===== src/hdl/adcp_pkg.sv =====
// Package for the pipelined converter sample port.
// Assumes a single 20 MHz system clock drives every user of these constants.
package adcp_pkg;

  // ----------------------------------------------------------------------
  // Widths and codes
  // ----------------------------------------------------------------------
  localparam int CODE_W = 12;
  localparam logic [11:0] CODE_POS_FULL = 12'h7FF;
  localparam logic [11:0] CODE_NEG_FULL = 12'h800;
  localparam logic [11:0] CODE_RESET = 12'h000;

  // Strap codes of the reference-select input.
  localparam logic [1:0] REF_TIED_LOW = 2'h0;
  localparam logic [1:0] REF_TIED_REF = 2'h1;

  // ----------------------------------------------------------------------
  // Timing
  // ----------------------------------------------------------------------
  localparam int CLK_PERIOD_NS = 50;
  localparam int CONV_TIME_NS = 70;
  localparam int IDLE_TIME_US = 500;
  // Least time, rounded up to whole cycles.
  localparam int CONV_CYCLES =
    (CONV_TIME_NS + CLK_PERIOD_NS - 1) / CLK_PERIOD_NS;
  localparam int IDLE_CYCLES = IDLE_TIME_US * 1000 / CLK_PERIOD_NS;
  localparam int PIPE_DEPTH = 3;

  // ----------------------------------------------------------------------
  // Types
  // ----------------------------------------------------------------------
  typedef struct packed {
    logic [11:0] code;
    logic out_of_range;
  } adcp_result_t;

  typedef struct packed {
    logic gain_one;
    logic [1:0] ref_select;
  } adcp_strap_t;

  typedef enum logic [0:0] {
    ST_IDLE = 1'h0,
    ST_BUSY = 1'h1
  } adcp_state_t;

endpackage


===== src/hdl/adcp_sample_port.sv =====
// Digital side of a 12-bit pipelined sampling converter.
// Assumes the conversion clock, the two input codes and the straps come
// from outside the 20 MHz domain; all are synchronised before use.
// Behaviour
// - Each rising conversion-clock edge seen while idle starts one new conversion.
// - Positive and negative inputs are captured together as a difference.
// - Result shows after two more start edges plus two 50 ns cycles (70 ns rounded up).
// - After 500 us without an edge an internal timer refreshes logic.
// - Result is a 12-bit two's complement word, bit 11 most significant.
// - Out-of-range flag is high exactly at either full-scale code.
// - Gain strap high gives gain 1, low gives gain 2.
// - Reference strap picks 4.096 V, 2.048 V or an external reference.
// - A started conversion cannot be stopped or restarted until done.
// - Only rising conversion-clock edges time the block.
`timescale 1ns/1ps

module adcp_sample_port #(
  parameter int IDLE_LIMIT = adcp_pkg::IDLE_CYCLES
) (
  input wire logic i_clock, // System clock, 20 MHz.
  input wire logic i_reset_n, // Asynchronous reset, active low.
  input wire logic i_conv_clock, // Conversion clock pin from the host.
  input wire logic [11:0] i_input_pos, // Positive input, as a code.
  input wire logic [11:0] i_input_neg, // Negative input, as a code.
  input wire logic i_gain_select, // Gain strap, high for gain 1.
  input wire logic [1:0] i_ref_select, // Reference strap.
  output logic [11:0] o_sample_code_bus, // Result word.
  output logic o_out_of_range_flag, // High at a full-scale code.
  output logic o_ref_amp_on, // Internal reference amplifier drives.
  output logic o_ref_half, // Internal reference is 2.048 V.
  output logic o_refresh // One-cycle refresh of dynamic logic.
);

  // ----------------------------------------------------------------------
  // Input synchronisers
  // ----------------------------------------------------------------------
  logic [1:0] clk_sync;
  logic [11:0] pos_meta, pos_sync, neg_meta, neg_sync;
  adcp_pkg::adcp_strap_t strap_meta, strap_sync;
  logic clk_prev;

  // Two flip-flops on the conversion clock, both input codes and the straps; the first stage feeds only the second.
  always_ff @(posedge i_clock or negedge i_reset_n)
  begin
    if (!i_reset_n)
    begin
      clk_sync <= 2'h0;
      pos_meta <= 12'h000;
      pos_sync <= 12'h000;
      neg_meta <= 12'h000;
      neg_sync <= 12'h000;
      strap_meta <= 3'h0;
      strap_sync <= 3'h0;
      clk_prev <= 1'b0;
    end
    else
    begin
      clk_sync <= {clk_sync[0], i_conv_clock};
      pos_meta <= i_input_pos;
      pos_sync <= pos_meta;
      neg_meta <= i_input_neg;
      neg_sync <= neg_meta;
      strap_meta <= {i_gain_select, i_ref_select};
      strap_sync <= strap_meta;
      clk_prev <= clk_sync[1];
    end
  end

  // A start is a rising edge only; falling edges do nothing.
  logic start_edge;
  assign start_edge = clk_sync[1] & ~clk_prev;

  // ----------------------------------------------------------------------
  // Sample front end
  // ----------------------------------------------------------------------
  logic signed [14:0] diff;
  logic signed [14:0] scaled;
  logic [11:0] new_code;

  // Difference of both inputs, scaled by gain and reference, saturated.
  always_comb
  begin
    diff = 15'(signed'({{3{pos_sync[11]}}, pos_sync}))
         - 15'(signed'({{3{neg_sync[11]}}, neg_sync}));
    scaled = diff;
    if (!strap_sync.gain_one)
      scaled = scaled <<< 1;
    if (strap_sync.ref_select == adcp_pkg::REF_TIED_REF)
      scaled = scaled <<< 1;
    if (scaled > 15'sh07FF)
      new_code = adcp_pkg::CODE_POS_FULL;
    else if (scaled < -15'sh0800)
      new_code = adcp_pkg::CODE_NEG_FULL;
    else
      new_code = scaled[11:0];
  end

  // ----------------------------------------------------------------------
  // Conversion pipeline and output
  // ----------------------------------------------------------------------
  adcp_pkg::adcp_state_t state, next_state;
  logic [1:0] conv_cnt, next_conv_cnt;
  logic [11:0] pipe [adcp_pkg::PIPE_DEPTH];
  logic [11:0] next_pipe [adcp_pkg::PIPE_DEPTH];
  adcp_pkg::adcp_result_t result, next_result;
  logic take;

  // An edge is taken only while no conversion is running.
  assign take = start_edge && state == adcp_pkg::ST_IDLE;

  // Shift the three stages on each taken edge; update output at the end.
  always_comb
  begin
    next_state = state;
    next_conv_cnt = conv_cnt;
    next_result = result;
    next_pipe[0] = pipe[0];
    for (int i = 1; i < adcp_pkg::PIPE_DEPTH; i++)
      next_pipe[i] = pipe[i];
    unique case (state)
      adcp_pkg::ST_IDLE:
      begin
        if (take)
        begin
          next_pipe[0] = new_code;
          for (int i = 1; i < adcp_pkg::PIPE_DEPTH; i++)
            next_pipe[i] = pipe[i - 1];
          next_conv_cnt = 2'(adcp_pkg::CONV_CYCLES - 1);
          next_state = adcp_pkg::ST_BUSY;
        end
      end
      adcp_pkg::ST_BUSY:
      begin
        if (conv_cnt == 2'h0)
        begin
          next_result.code = pipe[adcp_pkg::PIPE_DEPTH - 1];
          next_result.out_of_range =
            pipe[adcp_pkg::PIPE_DEPTH - 1] == adcp_pkg::CODE_POS_FULL ||
            pipe[adcp_pkg::PIPE_DEPTH - 1] == adcp_pkg::CODE_NEG_FULL;
          next_state = adcp_pkg::ST_IDLE;
        end
        else
          next_conv_cnt = conv_cnt - 2'h1;
      end
    endcase
  end

  always_ff @(posedge i_clock or negedge i_reset_n)
  begin
    if (!i_reset_n)
    begin
      state <= adcp_pkg::ST_IDLE;
      conv_cnt <= 2'h0;
      result <= {adcp_pkg::CODE_RESET, 1'b0};
      for (int i = 0; i < adcp_pkg::PIPE_DEPTH; i++)
        pipe[i] <= 12'h000;
    end
    else
    begin
      state <= next_state;
      conv_cnt <= next_conv_cnt;
      result <= next_result;
      for (int i = 0; i < adcp_pkg::PIPE_DEPTH; i++)
        pipe[i] <= next_pipe[i];
    end
  end

  // Code and flag come from one register, so they change together.
  assign o_sample_code_bus = result.code;
  assign o_out_of_range_flag = result.out_of_range;

  // ----------------------------------------------------------------------
  // Idle refresh timer and reference status
  // ----------------------------------------------------------------------
  logic [15:0] idle_cnt, next_idle_cnt;
  logic next_refresh, next_amp_on, next_half;

  // Counts cycles since the last start edge and pulses a refresh.
  always_comb
  begin
    next_idle_cnt = idle_cnt + 16'h0001;
    next_refresh = 1'b0;
    if (start_edge)
      next_idle_cnt = 16'h0000;
    else if (idle_cnt == 16'(IDLE_LIMIT - 1))
    begin
      next_idle_cnt = 16'h0000;
      next_refresh = 1'b1;
    end
    next_amp_on = strap_sync.ref_select[1] == 1'b0;
    next_half = strap_sync.ref_select == adcp_pkg::REF_TIED_REF;
  end

  always_ff @(posedge i_clock or negedge i_reset_n)
  begin
    if (!i_reset_n)
    begin
      idle_cnt <= 16'h0000;
      o_refresh <= 1'b0;
      o_ref_amp_on <= 1'b1;
      o_ref_half <= 1'b0;
    end
    else
    begin
      idle_cnt <= next_idle_cnt;
      o_refresh <= next_refresh;
      o_ref_amp_on <= next_amp_on;
      o_ref_half <= next_half;
    end
  end

  // ----------------------------------------------------------------------
  // Assertions
  // ----------------------------------------------------------------------
  a_start_taken: assert property (
    @(posedge i_clock) disable iff (!i_reset_n)
    start_edge && state == adcp_pkg::ST_IDLE |=>
      state == adcp_pkg::ST_BUSY)
    else $error("Start edge did not begin a conversion.");

  a_capture_diff: assert property (
    @(posedge i_clock) disable iff (!i_reset_n)
    take |=> pipe[0] == $past(new_code))
    else $error("Sample not captured at the start edge.");

  a_result_latency: assert property (
    @(posedge i_clock) disable iff (!i_reset_n)
    take |=> ##1 state == adcp_pkg::ST_BUSY ##1
      (result.code == $past(pipe[2], 1) && state == adcp_pkg::ST_IDLE))
    else $error("Result not updated two cycles after start.");

  a_flag_match: assert property (
    @(posedge i_clock) disable iff (!i_reset_n)
    o_out_of_range_flag == (o_sample_code_bus == 12'h7FF ||
      o_sample_code_bus == 12'h800))
    else $error("Out-of-range flag disagrees with code.");

  a_busy_ignores: assert property (
    @(posedge i_clock) disable iff (!i_reset_n)
    state == adcp_pkg::ST_BUSY |=> $stable(pipe[0]))
    else $error("Pipeline moved during a conversion.");

  a_fall_ignored: assert property (
    @(posedge i_clock) disable iff (!i_reset_n)
    $fell(clk_sync[1]) |=> $stable(pipe[0]))
    else $error("Falling edge treated as a start.");

  a_out_together: assert property (
    @(posedge i_clock) disable iff (!i_reset_n)
    $changed(o_out_of_range_flag) |-> $past(state) == adcp_pkg::ST_BUSY)
    else $error("Flag changed outside a result update.");

  a_refresh_idle: assert property (
    @(posedge i_clock) disable iff (!i_reset_n)
    o_refresh |-> $past(idle_cnt) == 16'(IDLE_LIMIT - 1) &&
      !$past(start_edge))
    else $error("Refresh without a full idle period.");

  a_gain_two: assert property (
    @(posedge i_clock) disable iff (!i_reset_n)
    !strap_sync.gain_one && strap_sync.ref_select == 2'h0 &&
      diff == 15'sh0001 |-> new_code == 12'h002)
    else $error("Gain two did not double the code.");

  a_ref_select: assert property (
    @(posedge i_clock) disable iff (!i_reset_n)
    strap_sync.ref_select == 2'h2 |=> !o_ref_amp_on && !o_ref_half)
    else $error("External reference left amplifier on.");

endmodule // adcp_sample_port


===== config.mk =====
export PLATFORM = sky130hd
export DESIGN_NAME = adcp_sample_port
export DESIGN_NICKNAME = d
export VERILOG_FILES = /design/src/hdl/adcp_pkg.sv /design/src/hdl/adcp_sample_port.sv
export SDC_FILE = /design/constraint.sdc
export NUM_CORES = 1
export LEC_CHECK = 0
export BUFFER_PORTS_ARGS = -buffer_cell sky130_fd_sc_hd__buf_2
export CORE_ASPECT_RATIO = 0.8
export CORE_UTILIZATION = 46
export DETAILED_ROUTE_END_ITERATION = 16
export GPL_ROUTABILITY_DRIVEN = 0
export PLACE_DENSITY = 0.75
export SLEW_MARGIN = 40
export SYNTH_ARGS = -nofsm -noshare
export SYNTH_HDL_FRONTEND = slang
export SYNTH_SLANG_ARGS = --single-unit

===== constraint.sdc =====
create_clock -name i_clock -period 3.82 [get_ports i_clock]
set_clock_uncertainty 0.2 [all_clocks]
set_input_delay 0 -clock i_clock [delete_from_list [all_inputs] [get_ports i_clock]]
set_output_delay 0 -clock i_clock [all_outputs]
set_load 0.02 [all_outputs]

==> out/metrics.yaml <==
async_reset_ff_frac: 1.00
fp-row-count: 34
ys_types: 59
endpoint_kind: "flip-flop"
whs_ps: -47.5
routed_wl_um: 9950
cp_slowest_stage_delay_ps: 480
synth_area_sq_um: 5370
synth_common_cells: "dfrtp_1, nand2_1, nor2_1, inv_1, ha_1"
post_cts_buffers: 0
status: "finished, violations left"
cts_buffers: 17
fp.dieH_um: 98.7
clk_latency_ps: 410
max_freq_mhz: 329
start_util: 0.484
cts-root-buf: "clkbuf_16"
powerDensity_nw_per_um2: 623
detailed_place_hpwl_um: 6570
syn_nets: 537
yosys.area.top_type_share: 0.592
slowest_stage: "a211oi_1"
drive_gt1_frac: 0.186
globalRouteOverflowTotal: 0
via_per_inst: 5.15
die_width_um: 123
syn_inst: 492
max-vdd-ir-drop_mv: 0.418
clkSinkCount: 128
fin_crit_sh: 0.796
leakage_nw: 3.10
yosysWarnings: 0
hold_path.class: "primary input to asynchronous set/reset pin"
seq_area_frac_synth: 0.597
antenna_found_initial: 0
track_usage: 0.186
critical_path.cell_chain: "inv_1, ha_1, fa_1, nand2b_1, a21oi_2, o21ai_1, a211oi_1, a21o_1, a31oi_2, o32ai_1"
fin_nets: 620
timing.max_cap.violations: 0
grt_pass1_wl_um: 17500
slew_violations: 0
core_sq_um: 11100
worst_pin_slew_ps: 611
critPathRequiredTime_ps: 3930
syn_avg_cell_area_sq_um: 10.9
crit_arrival_ps: 3150
violations: "hold timing"
worstSetupPathType: "flip-flop to flip-flop"
grt_max_degree: 71
vias: 3763
slew_headroom: 0.592
wl_per_cell_um: 13.6
hold_violations: 67
setup_tns_ps: 0
placed_cell_area_sq_um: 5760
dieArea_sq_um: 12100
synth_edf_count: 0
max-clock-path-buffers: 2
first_iter_violations: 248
drcViolationCount: 0
crit_family: "compound AO/OA/AOI/OAI gates"
critPathLaunchType: "flip-flop"
synth.most_common_cell: "dfrtp_1"
synth.area.top_cells: "dfrtp_1, nand2_1, nor2_1"
ant_nets: 0
dr.pass1.iters: 4
path_buf_inv: 1
synth_ff_type: "dfrtp_1"
htreeDepth: 4
crit_fanout: 9
finish.instance_area_sq_um: 6600
rsz0062_at_grt: "false"
diodes: 0
post-route-min-period_ps: 3040
ioPinCount: 46
syn_to_final_growth_pct: 22.8
port_buffers: 45
cts_tree: "yes"
ys_ff_latch: 128
finalSetupViolations: 0
grt_pass1_vias: 3884
path_clk_slew_ps: 60
yosysTopAreaCell: "dfrtp_1"
cells by family (layout without fill, tap and decap cells):
group / count (synthesis) / count (layout) / share of synthesized area
and+or+nand+nor: 200 / 200 / 0.166
muxes: 19 / 19 / 0.0384
DFF: 128 / 128 / 0.597
AOI/OAI and AO/OA: 76 / 76 / 0.107
xor gates and xnor gates: 19 / 19 / 0.0310
adders and majority gates: 15 / 15 / 0.0363
buffers and inverters: 35 / 130 / 0.0247
cell usage in the layout (no fill, tap or decap), drive strengths merged, types with 8 or more instances in the layout:
master,synthesis,routed
buf,2,48
ha,14,14
mux2,13,13
o21ai,15,15
clkbuf,11,19
dfrtp,127,127
o22ai,8,8
nand2b,9,9
nand2,95,95
xnor2,12,12
nand3,8,8
nor3,12,12
inv,22,23
nor2,48,48
dlygate4sd3,0,29
a21oi,13,13
cell type report:
class / instances / area, sq um
clock buffers: 19 / 453
well taps: 144 / 180
repair buffers: 77 / 544
flip-flops and latches: 128 / 3200
fillers: 907 / 4510
multi-input cells: 329 / 2040
clock inverters: 12 / 88.8
inverters: 22 / 82.6
metal layers:
metal | up-vias | wire (um) | track usage | part of all wire
li1 | 1856 | - | - | -
met1 | 1827 | 4750 | 0.250 | 0.48
met2 | 72 | 4730 | 0.286 | 0.48
met3 | 8 | 360 | 0.0521 | 0.036
met4 | 0 | 113 | 0.0694 | 0.011
met5 | - | 0 | 0 | 0
flip-flops by register name (all words and copies together), names as in the netlist, 3 cells and up:
register           count
o_sample_code_bus     12
strap_sync             3
idle_cnt              16
pipe                  36
pos_sync              12
pos_meta              12
strap_meta             3
neg_sync              12
neg_meta              12
metrics by stage:
step | instances | setup slack (ps) | total power [mW] | util | hold WS [ps]
after floorplan | 492 | 1140 | 2.42 | - | -496
after global placement | 671 | 954 | 2.63 | 0.518 | -92.4
after detailed placement | 671 | 821 | 2.67 | 0.519 | -90.7
after CTS | 731 | 813 | 4.16 | 0.594 | 9.72
after global routing | 731 | 601 | 4.37 | 0.594 | 2.92
final | 731 | 778 | 4.11 | 0.594 | -47.5
where the power goes:
part           switching, mW  total, mW  internal [mW]
sequential             0.190       1.84           1.65
combinational          0.464      0.833          0.369
clock                  0.579       1.44          0.859
total                   1.23       4.11           2.88
timing repair:
item | CTS | global route
hold endpoints to repair | 96 | 0
hold buffers | 29 | 0
resized for setup | 0 | 0
final timing paths:
path,cells past startpoint,end,slack [ps],startpoint
max,10,pipe[34]$_DFFE_PN0P_,780,pos_sync[0]$_DFF_PN0_
min,2,neg_sync[9]$_DFF_PN0_,-50,i_reset_n
max reg2reg,10,pipe[34]$_DFFE_PN0P_,780,pos_sync[0]$_DFF_PN0_
min reg2reg,0,neg_sync[6]$_DFF_PN0_,140,neg_meta[6]$_DFF_PN0_
max in group asynchronous,3,idle_cnt[1]$_DFF_PN0_,2650,i_reset_n
min in group i_clock,2,neg_meta[1]$_DFF_PN0_,20,i_input_neg[1]
Note: power is estimated with default switching activity, not from simulation.
